--- config.mk ---
export PLATFORM = sky130hd
export DESIGN_NAME = ess_store_seq
export DESIGN_NICKNAME = d
export VERILOG_FILES = /design/src/shared/ess_pkg.sv /design/src/design/ess_seq_table.sv /design/src/design/ess_store_seq.sv
export VERILOG_INCLUDE_DIRS = /design/src /design/src/shared
export SDC_FILE = /design/constraint.sdc
export NUM_CORES = 1
export LEC_CHECK = 0
export BUFFER_PORTS_ARGS = -buffer_cell sky130_fd_sc_hd__clkbuf_2
export CAP_MARGIN = 30
export CORE_MARGIN = 2
export CORE_UTILIZATION = 64
export CTS_BUF_LIST = sky130_fd_sc_hd__clkbuf_2
export CTS_CLUSTER_DIAMETER = 50
export DETAILED_ROUTE_END_ITERATION = 10
export PLACE_DENSITY = 0.84
export REMOVE_ABC_BUFFERS = 1
export SYNTH_ARGS = -nofsm -noshare
export SYNTH_HDL_FRONTEND = slang
export SYNTH_SLANG_ARGS = --single-unit
--- constraint.sdc ---
create_clock -name clk_in -period 5.4 [get_ports clk_in]
set_clock_uncertainty 0.05 [all_clocks]
set_input_delay 1.08 -clock clk_in [delete_from_list [all_inputs] [get_ports clk_in]]
set_output_delay 1.08 -clock clk_in [all_outputs]
set_load 0.005 [all_outputs]
--- src/shared/ess_defs.svh ---
// Offsets, reset values and field layout constants for the store sequencer.
// Assumes byte-wide registers at their own byte offsets on a plain register port.
`ifndef ESS_DEFS_SVH
`define ESS_DEFS_SVH
`define ESS_OFS_ANALOG1_INSTR   16'h0E34
`define ESS_OFS_ANALOG1_ADDR_HI 16'h0E35
`define ESS_OFS_ANALOG1_ADDR_LO 16'h0E36
`define ESS_OFS_DIGITAL1_INSTR  16'h0E37
`define ESS_OFS_DIGITAL1_ADDR_HI 16'h0E38
`define ESS_OFS_DIGITAL1_ADDR_LO 16'h0E39
`define ESS_OFS_DIGITAL2_INSTR  16'h0E3A
`define ESS_OFS_DIGITAL2_ADDR_HI 16'h0E3B
`define ESS_OFS_DIGITAL2_ADDR_LO 16'h0E3C
`define ESS_OFS_ANALOG2_INSTR   16'h0E3D
`define ESS_OFS_ANALOG2_ADDR_HI 16'h0E3E
`define ESS_OFS_ANALOG2_ADDR_LO 16'h0E3F
`define ESS_OFS_CTRL            16'h0EF0
`define ESS_OFS_STATUS          16'h0EF1
`define ESS_OFS_PTR_HI          16'h0EF2
`define ESS_OFS_PTR_LO          16'h0EF3
`define ESS_RST_ANALOG1_INSTR   8'h0E
`define ESS_RST_ANALOG1_ADDR    16'h0530
`define ESS_RST_DIGITAL1_INSTR  8'h33
`define ESS_RST_DIGITAL1_ADDR   16'h0540
`define ESS_RST_DIGITAL2_INSTR  8'h1E
`define ESS_RST_DIGITAL2_ADDR   16'h0600
`define ESS_RST_ANALOG2_INSTR   8'h0E
`define ESS_RST_ANALOG2_ADDR    16'h0630
`define ESS_CTRL_START_BIT      0
`define ESS_STAT_BUSY_BIT       0
`define ESS_STAT_DONE_BIT       1
`endif

--- src/shared/ess_pkg.sv ---
// Types shared by the store sequencer and its sequence table.
// Assumes the constants header is included by the files that need numbers.
package ess_pkg;
   typedef enum logic [2:0] {
      ESS_IDLE,
      ESS_INSTR,
      ESS_ADDR_HI,
      ESS_ADDR_LO,
      ESS_MAP_REQ,
      ESS_DATA,
      ESS_DONE
   } ess_state_e;

   // One byte heading for the EEPROM, with its EEPROM address.
   typedef struct packed {
      logic [15:0] addr;
      logic [7:0]  data;
   } ess_wr_s;

   // One sequence entry: instruction byte and register-map start address.
   typedef struct packed {
      logic [7:0]  instr;
      logic [15:0] start;
   } ess_entry_s;
endpackage

--- src/design/ess_seq_table.sv ---
// Sequence table holding the four store entries, with registered read data.
// Assumes writes and reads come from the same clock domain as the sequencer.
`timescale 1ns/1ps
`include "ess_defs.svh"
module ess_seq_table
(
   input  wire logic                clk_in,
   input  wire logic                sys_rst_in,
   input  wire logic                ce_in,
   input  wire logic                wr_in,
   input  wire logic [3:0]          wr_idx_in,
   input  wire logic [7:0]          wr_data_in,
   input  wire logic [3:0]          rd_idx_in,
   output      logic [7:0]          rd_data_out,
   input  wire logic [1:0]          ent_idx_in,
   output      ess_pkg::ess_entry_s ent_out
);
   import ess_pkg::*;

   logic [7:0] mem [0:11];

   // Entry bytes; the high start-address byte sits at the lower offset.
   always_ff @(posedge clk_in)
   begin
      if (sys_rst_in)
      begin
         mem[0]  <= `ESS_RST_ANALOG1_INSTR;
         mem[1]  <= 8'(`ESS_RST_ANALOG1_ADDR >> 8);
         mem[2]  <= 8'(`ESS_RST_ANALOG1_ADDR & 16'h00FF);
         mem[3]  <= `ESS_RST_DIGITAL1_INSTR;
         mem[4]  <= 8'(`ESS_RST_DIGITAL1_ADDR >> 8);
         mem[5]  <= 8'(`ESS_RST_DIGITAL1_ADDR & 16'h00FF);
         mem[6]  <= `ESS_RST_DIGITAL2_INSTR;
         mem[7]  <= 8'(`ESS_RST_DIGITAL2_ADDR >> 8);
         mem[8]  <= 8'(`ESS_RST_DIGITAL2_ADDR & 16'h00FF);
         mem[9]  <= `ESS_RST_ANALOG2_INSTR;
         mem[10] <= 8'(`ESS_RST_ANALOG2_ADDR >> 8);
         mem[11] <= 8'(`ESS_RST_ANALOG2_ADDR & 16'h00FF);
      end
      else if (ce_in && wr_in && wr_idx_in < 4'hC)
      begin
         mem[wr_idx_in] <= wr_data_in;
      end
   end

   // Registered read port for software.
   always_ff @(posedge clk_in)
   begin
      if (sys_rst_in)
      begin
         rd_data_out <= 8'h00;
      end
      else if (ce_in)
      begin
         rd_data_out <= (rd_idx_in < 4'hC) ? mem[rd_idx_in] : 8'h00;
      end
   end

   // Registered entry port for the sequencer, high address byte first.
   always_ff @(posedge clk_in)
   begin
      if (sys_rst_in)
      begin
         ent_out <= '0;
      end
      else if (ce_in)
      begin
         ent_out <= {mem[{ent_idx_in, 2'b00} - {2'b00, ent_idx_in}],
                     mem[{ent_idx_in, 2'b00} - {2'b00, ent_idx_in} + 4'h1],
                     mem[{ent_idx_in, 2'b00} - {2'b00, ent_idx_in} + 4'h2]};
      end
   end
endmodule

--- src/design/ess_store_seq.sv ---
// Store sequencer: walks the store entries and writes each one to the EEPROM.
// Assumes an EEPROM writer that takes one byte per cycle while ready, and a
// register map that answers a read one cycle after the request.
// Each data byte costs a request cycle, the map read cycle, a cycle to catch
// the map answer and the offer itself, so a store moves about one byte per
// four cycles with a ready writer.
// Writes to the entry bytes are refused while a store runs, so an entry
// cannot change under the sequencer halfway through.
//
// The strobed register port was left to the implementer.
`timescale 1ns/1ps
`include "ess_defs.svh"
module ess_store_seq
(
   input  wire logic             clk_in,
   input  wire logic             sys_rst_in,
   input  wire logic             ce_in,
   input  wire logic [15:0]      reg_addr_in,
   input  wire logic [7:0]       reg_wdata_in,
   input  wire logic             reg_wr_in,
   input  wire logic             reg_rd_in,
   output      logic [7:0]       reg_rdata_out,
   output      logic             map_rd_out,
   output      logic [15:0]      map_addr_out,
   input  wire logic [7:0]       map_data_in,
   output      logic             ee_valid_out,
   output      ess_pkg::ess_wr_s ee_wr_out,
   input  wire logic             ee_ready_in,
   output      logic             busy_out
);
   import ess_pkg::*;

   ess_state_e  state;
   ess_entry_s  ent;
   logic [1:0]  ent_idx;
   logic [15:0] ee_ptr;
   logic [8:0]  left;
   logic [15:0] map_ptr;
   logic        done;
   logic        map_pend;
   logic        tbl_wr;
   logic [3:0]  tbl_widx;
   logic [3:0]  tbl_ridx;
   logic [7:0]  tbl_rdata;
   logic        rd_tbl;
   logic [7:0]  rd_other;
   logic        ee_take;
   // Table fetch index, one edge ahead of ent_idx.
   logic [1:0]  next_ent_idx;
   // Start command decoded once for every process that acts on it.
   logic        start_req;

   // Byte count of a data instruction.
   function automatic logic [8:0] byte_count(input logic [7:0] instr);
      byte_count = {1'b0, instr} + 9'h001;
   endfunction

   // Table index for an offset in the entry window, or 0xF when outside it.
   function automatic logic [3:0] table_index(input logic [15:0] ofs);
      if (ofs >= `ESS_OFS_ANALOG1_INSTR && ofs <= `ESS_OFS_ANALOG2_ADDR_LO)
         table_index = 4'(ofs - `ESS_OFS_ANALOG1_INSTR);
      else
         table_index = 4'hF;
   endfunction

   // True for a register write that sets the start bit in the control register.
   function automatic logic start_cmd(input logic        wr,
                                      input logic [15:0] ofs,
                                      input logic [7:0]  wdata);
      start_cmd = wr && ofs == `ESS_OFS_CTRL && wdata[`ESS_CTRL_START_BIT];
   endfunction

   ess_seq_table u_table
   (
      .clk_in      (clk_in),
      .sys_rst_in  (sys_rst_in),
      .ce_in       (ce_in),
      .wr_in       (tbl_wr),
      .wr_idx_in   (tbl_widx),
      .wr_data_in  (reg_wdata_in),
      .rd_idx_in   (tbl_ridx),
      .rd_data_out (tbl_rdata),
      .ent_idx_in  (next_ent_idx),
      .ent_out     (ent)
   );

   // Table access decode; entries are locked while a store runs.
   assign tbl_widx = table_index(reg_addr_in);
   assign tbl_ridx = table_index(reg_addr_in);
   assign tbl_wr   = reg_wr_in && !busy_out && tbl_widx != 4'hF;
   assign busy_out = state != ESS_IDLE;
   assign ee_take  = ee_valid_out && ee_ready_in;
   assign start_req = state == ESS_IDLE && start_cmd(reg_wr_in, reg_addr_in, reg_wdata_in);

   // Entry index that the table fetches for the next cycle: it must lead the
   // state machine by one edge, or the first byte of an entry would come from
   // the entry before it.
   always_comb
   begin
      next_ent_idx = ent_idx;
      if (state == ESS_IDLE)
         next_ent_idx = 2'b00;
      else if (state == ESS_DATA && ee_take && left == 9'h001 && ent_idx != 2'b11)
         next_ent_idx = ent_idx + 2'b01;
   end

   // Marks a read that the sequence table answers in the following cycle.
   always_ff @(posedge clk_in)
   begin
      if (sys_rst_in)
      begin
         rd_tbl <= 1'b0;
      end
      else if (ce_in)
      begin
         rd_tbl <= reg_rd_in && tbl_ridx != 4'hF;
      end
   end

   // Read decode for the sequencer's own status registers.
   always_ff @(posedge clk_in)
   begin
      if (sys_rst_in)
      begin
         rd_other <= 8'h00;
      end
      else if (ce_in)
      begin
         if (!reg_rd_in)
            rd_other <= 8'h00;
         else if (reg_addr_in == `ESS_OFS_STATUS)
            rd_other <= {6'h00, done, busy_out};
         else if (reg_addr_in == `ESS_OFS_PTR_HI)
            rd_other <= ee_ptr[15:8];
         else if (reg_addr_in == `ESS_OFS_PTR_LO)
            rd_other <= ee_ptr[7:0];
         else
            rd_other <= 8'h00;
      end
   end

   // Outside the answer cycle the output shows rd_other, which is zero then.
   assign reg_rdata_out = rd_tbl ? tbl_rdata : rd_other;

   // Sequence state machine.
   always_ff @(posedge clk_in)
   begin
      if (sys_rst_in)
      begin
         state   <= ESS_IDLE;
         ent_idx <= 2'b00;
         left    <= 9'h000;
         map_ptr <= 16'h0000;
      end
      else if (ce_in)
      begin
         case (state)
            ESS_IDLE:
            begin
               // A start command always begins with the lowest entry.
               if (start_req)
               begin
                  ent_idx <= 2'b00;
                  state   <= ESS_INSTR;
               end
            end
            ESS_INSTR:
            begin
               // Count and start address are latched once the instruction is taken.
               if (ee_take)
               begin
                  left    <= byte_count(ent.instr);
                  map_ptr <= ent.start;
                  state   <= ESS_ADDR_HI;
               end
            end
            ESS_ADDR_HI:
            begin
               // High start-address byte goes out first.
               if (ee_take)
               begin
                  state <= ESS_ADDR_LO;
               end
            end
            ESS_ADDR_LO:
            begin
               // Low start-address byte, then the first map read.
               if (ee_take)
               begin
                  state <= ESS_MAP_REQ;
               end
            end
            ESS_MAP_REQ:
            begin
               // One cycle to issue the map read for the next data byte.
               state <= ESS_DATA;
            end
            ESS_DATA:
            begin
               // Every taken byte moves the map pointer on by one; the last byte
               // of an entry moves to the next entry, or ends the store.
               if (ee_take)
               begin
                  map_ptr <= map_ptr + 16'h0001;
                  left    <= left - 9'h001;
                  if (left != 9'h001)
                     state <= ESS_MAP_REQ;
                  else if (ent_idx == 2'b11)
                     state <= ESS_DONE;
                  else
                  begin
                     ent_idx <= ent_idx + 2'b01;
                     state   <= ESS_INSTR;
                  end
               end
            end
            ESS_DONE:
            begin
               // One cycle in done sets the flag, then back to idle.
               state <= ESS_IDLE;
            end
            default:
            begin
               // Unused codes fall back to idle.
               state <= ESS_IDLE;
            end
         endcase
      end
   end

   // Map read request, issued one cycle after the request state.
   always_ff @(posedge clk_in)
   begin
      if (sys_rst_in)
      begin
         map_rd_out   <= 1'b0;
         map_addr_out <= 16'h0000;
      end
      else if (ce_in)
      begin
         map_rd_out   <= state == ESS_MAP_REQ;
         map_addr_out <= map_ptr;
      end
   end

   // The map answers one cycle after the request, so its byte is only valid
   // in the cycle after map_rd_out; this flag marks that cycle.
   always_ff @(posedge clk_in)
   begin
      if (sys_rst_in)
      begin
         map_pend <= 1'b0;
      end
      else if (ce_in)
      begin
         map_pend <= map_rd_out;
      end
   end

   // EEPROM byte offer; each byte stands until the writer takes it.
   always_ff @(posedge clk_in)
   begin
      if (sys_rst_in)
      begin
         ee_valid_out <= 1'b0;
         ee_wr_out    <= '0;
      end
      else if (ce_in)
      begin
         // A taken byte drops the offer for one cycle before a header byte, three before a data byte.
         if (ee_take)
            ee_valid_out <= 1'b0;
         else if (!ee_valid_out && state == ESS_INSTR)
         begin
            ee_valid_out   <= 1'b1;
            ee_wr_out.data <= ent.instr;
            ee_wr_out.addr <= ee_ptr;
         end
         else if (!ee_valid_out && state == ESS_ADDR_HI)
         begin
            ee_valid_out   <= 1'b1;
            ee_wr_out.data <= ent.start[15:8];
            ee_wr_out.addr <= ee_ptr;
         end
         else if (!ee_valid_out && state == ESS_ADDR_LO)
         begin
            ee_valid_out   <= 1'b1;
            ee_wr_out.data <= ent.start[7:0];
            ee_wr_out.addr <= ee_ptr;
         end
         // A data byte is caught in the one cycle that the map answer stands.
         else if (!ee_valid_out && state == ESS_DATA && map_pend)
         begin
            ee_valid_out   <= 1'b1;
            ee_wr_out.data <= map_data_in;
            ee_wr_out.addr <= ee_ptr;
         end
      end
   end

   // EEPROM pointer: one step per byte written, reset by a start command.
   always_ff @(posedge clk_in)
   begin
      if (sys_rst_in)
      begin
         ee_ptr <= 16'h0000;
      end
      else if (ce_in)
      begin
         if (start_req)
            ee_ptr <= 16'h0000;
         else if (ee_take)
            ee_ptr <= ee_ptr + 16'h0001;
      end
   end

   // Done flag: set at the end of a store, cleared by the next start.
   always_ff @(posedge clk_in)
   begin
      if (sys_rst_in)
      begin
         done <= 1'b0;
      end
      else if (ce_in)
      begin
         if (state == ESS_DONE)
            done <= 1'b1;
         else if (start_req)
            done <= 1'b0;
      end
   end
endmodule

==> summary.txt, run 1 <==
Status
  • Status: finished clean

Setup path
  • Critical path fanouts, max: 32
  • Critical path endpoint category: flop
  • CP cell instances: ha_1 -> nor4b_4 -> nand2_1 -> nor4_1 -> mux2i_1 -> or2_2 -> inv_1 -> ha_1 -> xor2_2 -> buf_4 -> mux4_2 -> mux4_2 -> mux2i_1 -> nor2_1
  • CP Launch Type: flop
  • Critical path class: flop to flop
  • Worst R2R End: u_table.ent_out[6]
  • Worst path max stage delay: 0.50 ns
  • CP top delay family: simple AND/OR/NAND/NOR gates
  • CP arrival: 4.93 ns
  • Worst r2r path cells: 14
  • Reg2reg start: left[0]
  • Crit path max-delay cell type: mux4_2
  • Worst EP required: 6.00 ns
  • Critical path buffer and inverter count: 2
  • FF-to-FF setup slack: 1.07 ns

Yosys
  • Number of synthesized flops with an enable pin: 128
  • Syn. warnings: 0
  • Synth top area cells: edfxtp_1 26%, dfxtp_1 18%, mux4_2 12%, and2_1 3.2%, nor2_1 3.1%
  • Post-synthesis sequential area ratio: 0.444
  • Asr flop ratio synth: 0
  • Synth area leader: edfxtp_1
  • Mapped Area: 0.0146 mm²
  • Mapped Cells: 1395
  • Share of the synthesized area in the top cell type: 0.264
  • Distinct cells, synth: 74
  • Syn avg cell area: 10.4 µm²
  • Synthesized flop and latch total: 259
  • Main synth FF type: dfxtp_1

Finish
  • Share of layout cells above drive strength 1: 0.228
  • Final nets: 1542
  • Area growth, synth to finish: 8.43%

Timing
  • Final Hold Vio Count: 0
  • Slew HR: 0.367
  • Fmax achieved: 231 MHz
  • RSZ-0062 raised after global routing: no
  • Fin crit share: 0.802
  • Setup TNS: 0 ns
  • Slew at the pin closest to its max-slew limit: 0.947 ns
  • Post-route worst setup slack: 1.07 ns
  • Min Tclk post-route: 4.33 ns
  • Slew Limit Fails: 0
  • Final Setup Violations: 0

Die
  • Core footprint: 0.0225 mm²
  • Initial Utilization: 0.648
  • Row cnt: 55
  • Ports: 89
  • Die X: 155 µm
  • Die area: 0.0240 mm²
  • Chip height: 155 µm

Global routing
  • Global-route wire length before repair: 69200 µm
  • Largest net degree at the start of global routing: 79
  • Vias in the first global route: 11700
  • Antenna violations before repair: 1
  • Total gr overflow: 0
  • Total track usage: 0.384

Pwr
  • Internal power: 0.00270 W
  • Share of total power in combinational logic: 0.053
  • Sw Share: 0.265
  • Psw: 0.000976 W
  • P_leak: 5.83 nW
  • Power Dens Cells: 233 mW/mm²
  • Part of the power in registers: 0.593
  • Maximum vdd drop: 0.000183 V
  • Clock Power Share: 0.354

CTS
  • Number of setup buffers added after CTS: 0
  • Clk_lat worst skew: 0.82 ns
  • Num CTS Buffers: 69
  • Max clock buf depth: 3
  • Root buffer cell: clkbuf_2
  • Htree depth: 3
  • CTS tree: yes
  • Worst-path clk slew: 0.10 ns
  • Total clock sinks: 259
  • Cts hold-fix bufs: 0
  • Post_cts resized: 0

Placement
  • HPWL Detailed: 32800 µm
  • DP Worst Slack: 0.701 ns
  • PortBufs: 88
  • Placer Congestion: 1.06

Drt
  • Pre-antenna DRT Iters: 6
  • 1st-iter DRT viols: 1630
  • Post-DRT Antenna Nets: 0
  • WL per Instance: 25.1 µm
  • Via density: 6.86
  • Vias: 12500
  • WL final: 45800 µm
  • DRC violations left: 0

Job
  • Max_cap viols: 0

Hold path
  • Hold path cells: 2
  • Hold Path Class: flop to flop
  • WHS Endpoint: ee_wr_out[12]
  • Hold_sp: ee_wr_out[12]
## synthesized netlist by cell type (all sizes together), types with 5 or more instances
master / number
nor2: 123
o21ai: 42
a22oi: 17
mux2i: 42
nand4: 30
o22ai: 39
or4: 5
or2: 18
a21oi: 77
mux2: 15
nand2b: 6
a2111oi: 24
nand3: 29
or3: 35
o41ai: 8
o21a: 17
nor4: 6
edfxtp: 128
nor2b: 5
inv: 25
dfxtp: 131
xnor2: 5
o31ai: 31
a311oi: 9
xor2: 7
and3: 7
mux4: 79
a31oi: 5
a211oi: 24
o211ai: 12
ha: 14
nand2: 114
clkbuf: 96
a41oi: 9
nor3: 24
buf: 24
and2: 74
o2111a: 5
## power by group through the flow
stage	Combinational, W	Clock [W]	Sequential, W
floorplan	0.000104	0	0.00217
global placement	0.000184	0	0.00222
detailed placement	0.000189	0	0.00222
CTS	0.000189	0.00132	0.00217
global route	0.000207	0.00143	0.00218
finish	0.000194	0.00130	0.00218
## how the worst max path moves through the flow
stage,from,end,slack [ns],depth (start not counted)
after floorplan,ee_ready_in,u_table.ent_out[0],-0.42,10
after global placement,reg_addr_in[0],u_table.mem[5][2],0.84,7
after detailed placement,reg_addr_in[0],u_table.mem[5][3],0.70,7
after CTS,left[0],u_table.ent_out[6],1.12,14
after global routing,left[0],u_table.ent_out[6],0.74,14
final,left[0],u_table.ent_out[6],1.07,14
## flip-flops by register name, summed over array words and instances, names as in the netlist
signal / cells
map_pend: 1
ee_valid_out: 1
rd_tbl: 1
map_addr_out: 16
state: 3
done: 1
left: 9
rd_other: 8
u_table.rd_data_out: 8
ee_ptr: 16
ee_wr_out: 24
ent_idx: 2
u_table.ent_out: 24
map_ptr: 16
u_table.mem: 128
map_rd_out: 1
## cells by family after synthesis
group,count (synthesis),synth area share
AND/OR/NAND/NOR,488,0.172
AO/OA/AOI/OAI,339,0.161
flip-flops,259,0.444
buffers and inverters,146,0.0411
multiplexers,136,0.163
adder cells (fa/ha/maj),14,0.0120
XOR/XNOR,12,0.00721
other,1,0.000257
## cells in the final DEF, fill, tap and decap left out, types with 6 or more instances in the layout
cell type  count
clkbuf_2     182
dfxtp_1      131
edfxtp_1     128
nor2_1       120
nand2_1      114
mux4_2        79
a21oi_1       77
and2_1        74
mux2i_1       42
o21ai_0       42
o22ai_1       39
or3_1         35
conb_1        32
nand3_1       29
o31ai_1       29
nand4_1       28
inv_1         24
buf_4         24
a211oi_1      23
nor3_1        22
a2111oi_0     22
or2_2         18
a22oi_1       17
o21a_1        17
mux2_2        15
clkinv_1      13
ha_1          13
o211ai_1      12
a311oi_1       9
a41oi_1        9
o41ai_1        8
and3_1         7
nand2b_1       6
xor2_1         6
## worst min-delay path, stage by stage, from the launching register on
cell and delay [ns]:
dfxtp_1 0.31, nand2_1 0.05, a21oi_1 0.05
## layer usage
| layer | GRT usage | part of all wire | wire (µm) |
|---|---|---|---|
| met4 | 0.216 | 0.064 | 2940 |
| met5 | 0 | 0 | 0 |
| met2 | 0.584 | 0.44 | 20300 |
| met1 | 0.498 | 0.37 | 16800 |
| met3 | 0.108 | 0.12 | 5690 |
## stage by stage
| step | utilization | hold slack (ns) | total power (W) | cells | instance area [µm²] |
|---|---|---|---|---|---|
| floorplan | - | 0.369 | 0.00228 | 1306 | 14200 |
| global placement | 0.676 | 0.389 | 0.00240 | 1703 | 15200 |
| detailed placement | 0.676 | 0.397 | 0.00241 | 1704 | 15200 |
| CTS | 0.702 | 0.391 | 0.00369 | 1820 | 15800 |
| global route | 0.702 | 0.432 | 0.00381 | 1821 | 15800 |
| finish | 0.702 | 0.404 | 0.00368 | 1821 | 15800 |
## cell type report
class                      count  area (µm²)
multi-input combinational   1021        7650
fill                        1703        6700
sequential                   259        6470
timing repair buffer         113         647
clock buffer                  95         475
tap                          285         357
clock inverter                21         110
inverter                      26         100
antenna                        1        2.50
Note: power is estimated with default switching activity, not from simulation.
==> run 2: changes to the inputs <==
==> constraint.sdc (replaced) <==
create_clock -name clk_in -period 4.4 [get_ports clk_in]
set_clock_uncertainty 0.05 [all_clocks]
set_input_delay 0.88 -clock clk_in [delete_from_list [all_inputs] [get_ports clk_in]]
set_output_delay 0.88 -clock clk_in [all_outputs]
set_load 0.005 [all_outputs]
==> summary.txt, run 2 (synthesis gave the netlist of run 1 again) <==
Finish
  • Most common cell after layout, fill and taps aside: clkbuf_2 (unchanged)
  • Share of layout cells above drive strength 1: 0.245 (was 0.228)
  • Largest reg by FF count: u_table.mem (unchanged)
  • Area growth, synth to finish: 10.3% (was 8.43%)
  • Most frequent cells in the layout: 190 x clkbuf_2, 131 x dfxtp_1, 128 x edfxtp_1 (was 182 x clkbuf_2, 131 x dfxtp_1, 128 x edfxtp_1)
  • Max reg flops: 128 (unchanged)
  • Top flop regs: u_table.mem (128), ee_wr_out (24), u_table.ent_out (24) (unchanged)
  • FILL cells: 1686 (was 1703)
  • Final core occ: 0.715 (was 0.702)
  • Final nets: 1563 (was 1542)
  • Layout Cells excl Fill: 1847 (was 1821)

Setup path
  • Critical path fanouts, max: 23 (was 32)
  • Critical path class: flop to flop (unchanged)
  • Worst path max stage delay: 0.52 ns (was 0.50 ns)
  • Beginning of the critical path: left[1] (was left[0])
  • Worst EP required: 5.04 ns (was 6.00 ns)
  • CP cell instances: inv_1 -> ha_1 -> nor4b_4 -> nand2_1 -> nor4_1 -> mux2i_1 -> or2_2 -> ha_4 -> buf_12 -> mux4_2 -> mux4_2 -> mux2i_1 -> nor2_1 (was ha_1 -> nor4b_4 -> nand2_1 -> nor4_1 -> mux2i_1 -> or2_2 -> inv_1 -> ha_1 -> xor2_2 -> buf_4 -> mux4_2 -> mux4_2 -> mux2i_1 -> nor2_1)
  • Crit path max-delay cell type: mux4_2 (unchanged)
  • CP Launch Type: flop (unchanged)
  • Reg2reg start: left[1] (was left[0])
  • CP arrival: 4.60 ns (was 4.93 ns)
  • Critical path endpoint category: flop (unchanged)

Die
  • Core footprint: 0.0225 mm² (unchanged)
  • Ports: 89 (unchanged)
  • Die X: 155 µm (unchanged)
  • Die area: 0.0240 mm² (unchanged)
  • Row cnt: 55 (unchanged)
  • Chip height: 155 µm (unchanged)
  • Initial Utilization: 0.648 (unchanged)

CTS
  • Post_cts resized: 0 (unchanged)
  • Root buffer cell: clkbuf_2 (unchanged)
  • Clk_lat worst skew: 0.89 ns (was 0.82 ns)
  • Number of setup buffers added after CTS: 0 (unchanged)
  • Worst-path clk slew: 0.12 ns (was 0.10 ns)
  • Cts hold-fix bufs: 0 (unchanged)
  • CTS tree: yes (unchanged)
  • Max clock buf depth: 3 (unchanged)
  • Num CTS Buffers: 68 (was 69)
  • Total clock sinks: 259 (unchanged)
  • Htree depth: 3 (unchanged)

Global routing
  • Vias in the first global route: 12200 (was 11700)
  • Antenna violations before repair: 1 (unchanged)
  • Largest net degree at the start of global routing: 75 (was 79)
  • Global-route wire length before repair: 70100 µm (was 69200 µm)
  • Total track usage: 0.385 (was 0.384)
  • Total gr overflow: 0 (unchanged)

Drt
  • WL per Instance: 24.6 µm (was 25.1 µm)
  • 1st-iter DRT viols: 1549 (was 1630)
  • Vias: 12700 (was 12500)
  • Via density: 6.87 (was 6.86)
  • DRC violations left: 0 (unchanged)
  • Post-DRT Antenna Nets: 0 (unchanged)
  • WL final: 45400 µm (was 45800 µm)
  • Pre-antenna DRT Iters: 8 (was 6)

Timing
  • Fin crit share: 0.900 (was 0.802)
  • Final Hold Vio Count: 0 (unchanged)
  • Min Tclk post-route: 3.96 ns (was 4.33 ns)
  • Slew at the pin closest to its max-slew limit: 0.912 ns (was 0.947 ns)
  • RSZ-0062 raised after global routing: no (unchanged)
  • Fmax achieved: 252 MHz (was 231 MHz)
  • Slew Limit Fails: 0 (unchanged)
  • Slew HR: 0.392 (was 0.367)
  • Final Setup Violations: 0 (unchanged)

Placement
  • HPWL Detailed: 32200 µm (was 32800 µm)
  • Inst Count DP: 1726 (was 1704)
  • Placer Congestion: 1.00 (was 1.06)
  • PortBufs: 88 (unchanged)

Job
  • Max_cap viols: 0 (unchanged)

Hold path
  • Hold_sp: reg_rd_in (was ee_wr_out[12])
  • Hold Path Class: input pin to flop (was flop to flop)

Pwr
  • Power Dens Cells: 295 mW/mm² (was 233 mW/mm²)
  • P_leak: 5.99 nW (was 5.83 nW)
  • Maximum vdd drop: 0.000273 V (was 0.000183 V)

Status
  • Status: finished clean (unchanged)
run 2: changes by cell type in the layout (fill, tap and decap cells not counted), sizes merged, moves of 2 or more:
| cell | delta |
|---|---|
| buf | +22 |
| clkbuf | +8 |
| clkinv | -5 |
| inv | -4 |
| bufinv | +2 |
| clkinvlp | +2 |
run 2: area by class of cell:
type / instances / area [µm²] / area share
multi-input combinational: 1021 / 7650 / 0.475
sequential: 259 / 6470 / 0.402
timing repair buffer: 135 / 833 / 0.0518
clock buffer: 103 / 515 / 0.0321
tap: 285 / 357 / 0.0222
clock inverter: 16 / 158 / 0.00980
inverter: 26 / 100 / 0.00622
antenna: 2 / 5.00 / 0.000311
run 2: worst max-delay path, delay by kind of cell (launching register included):
kind	cells	cell delay (ns)
DFF	1	0.34
muxes	4	1.29
buffers and inverters	2	0.32
and+or+nand+nor	5	1.23
adders and majority gates	2	0.55
run 2: routing by layer:
metal | track usage | wire, µm
met3 | 0.124 | 6110
met5 | 0 | 0
met1 | 0.505 | 16500
met4 | 0.190 | 2420
met2 | 0.580 | 20400
run 2: worst paths after layout:
kind	endpoint	slack, ns	cells after the start
max	u_table.ent_out[1]	0.44	13
min	rd_tbl	0.23	3
max reg2reg	u_table.ent_out[1]	0.44	13
min reg2reg	ee_wr_out[12]	0.41	2
run 2: stage by stage:
stage	worst slack [ns]	power (W)	hold slack, ns	instance area (µm²)	TNS (ns)
after global placement	0.540	0.00295	0.390	15400	0
after CTS	0.469	0.00475	0.208	16100	0
final	0.438	0.00475	0.231	16100	0
after detailed placement	0.484	0.00295	0.398	15400	0
after floorplan	-1.38	0.00280	0.369	14200	-23.24
after global routing	0.230	0.00491	0.227	16100	0
run 2: where the power goes:
group	internal, W	total (W)	switching [W]	leakage, nW
logic	0.0000912	0.000242	0.000151	3.15
clock network	0.000799	0.00184	0.00104	0.502
registers	0.00259	0.00267	0.0000851	2.34
total	0.00348	0.00475	0.00127	5.99
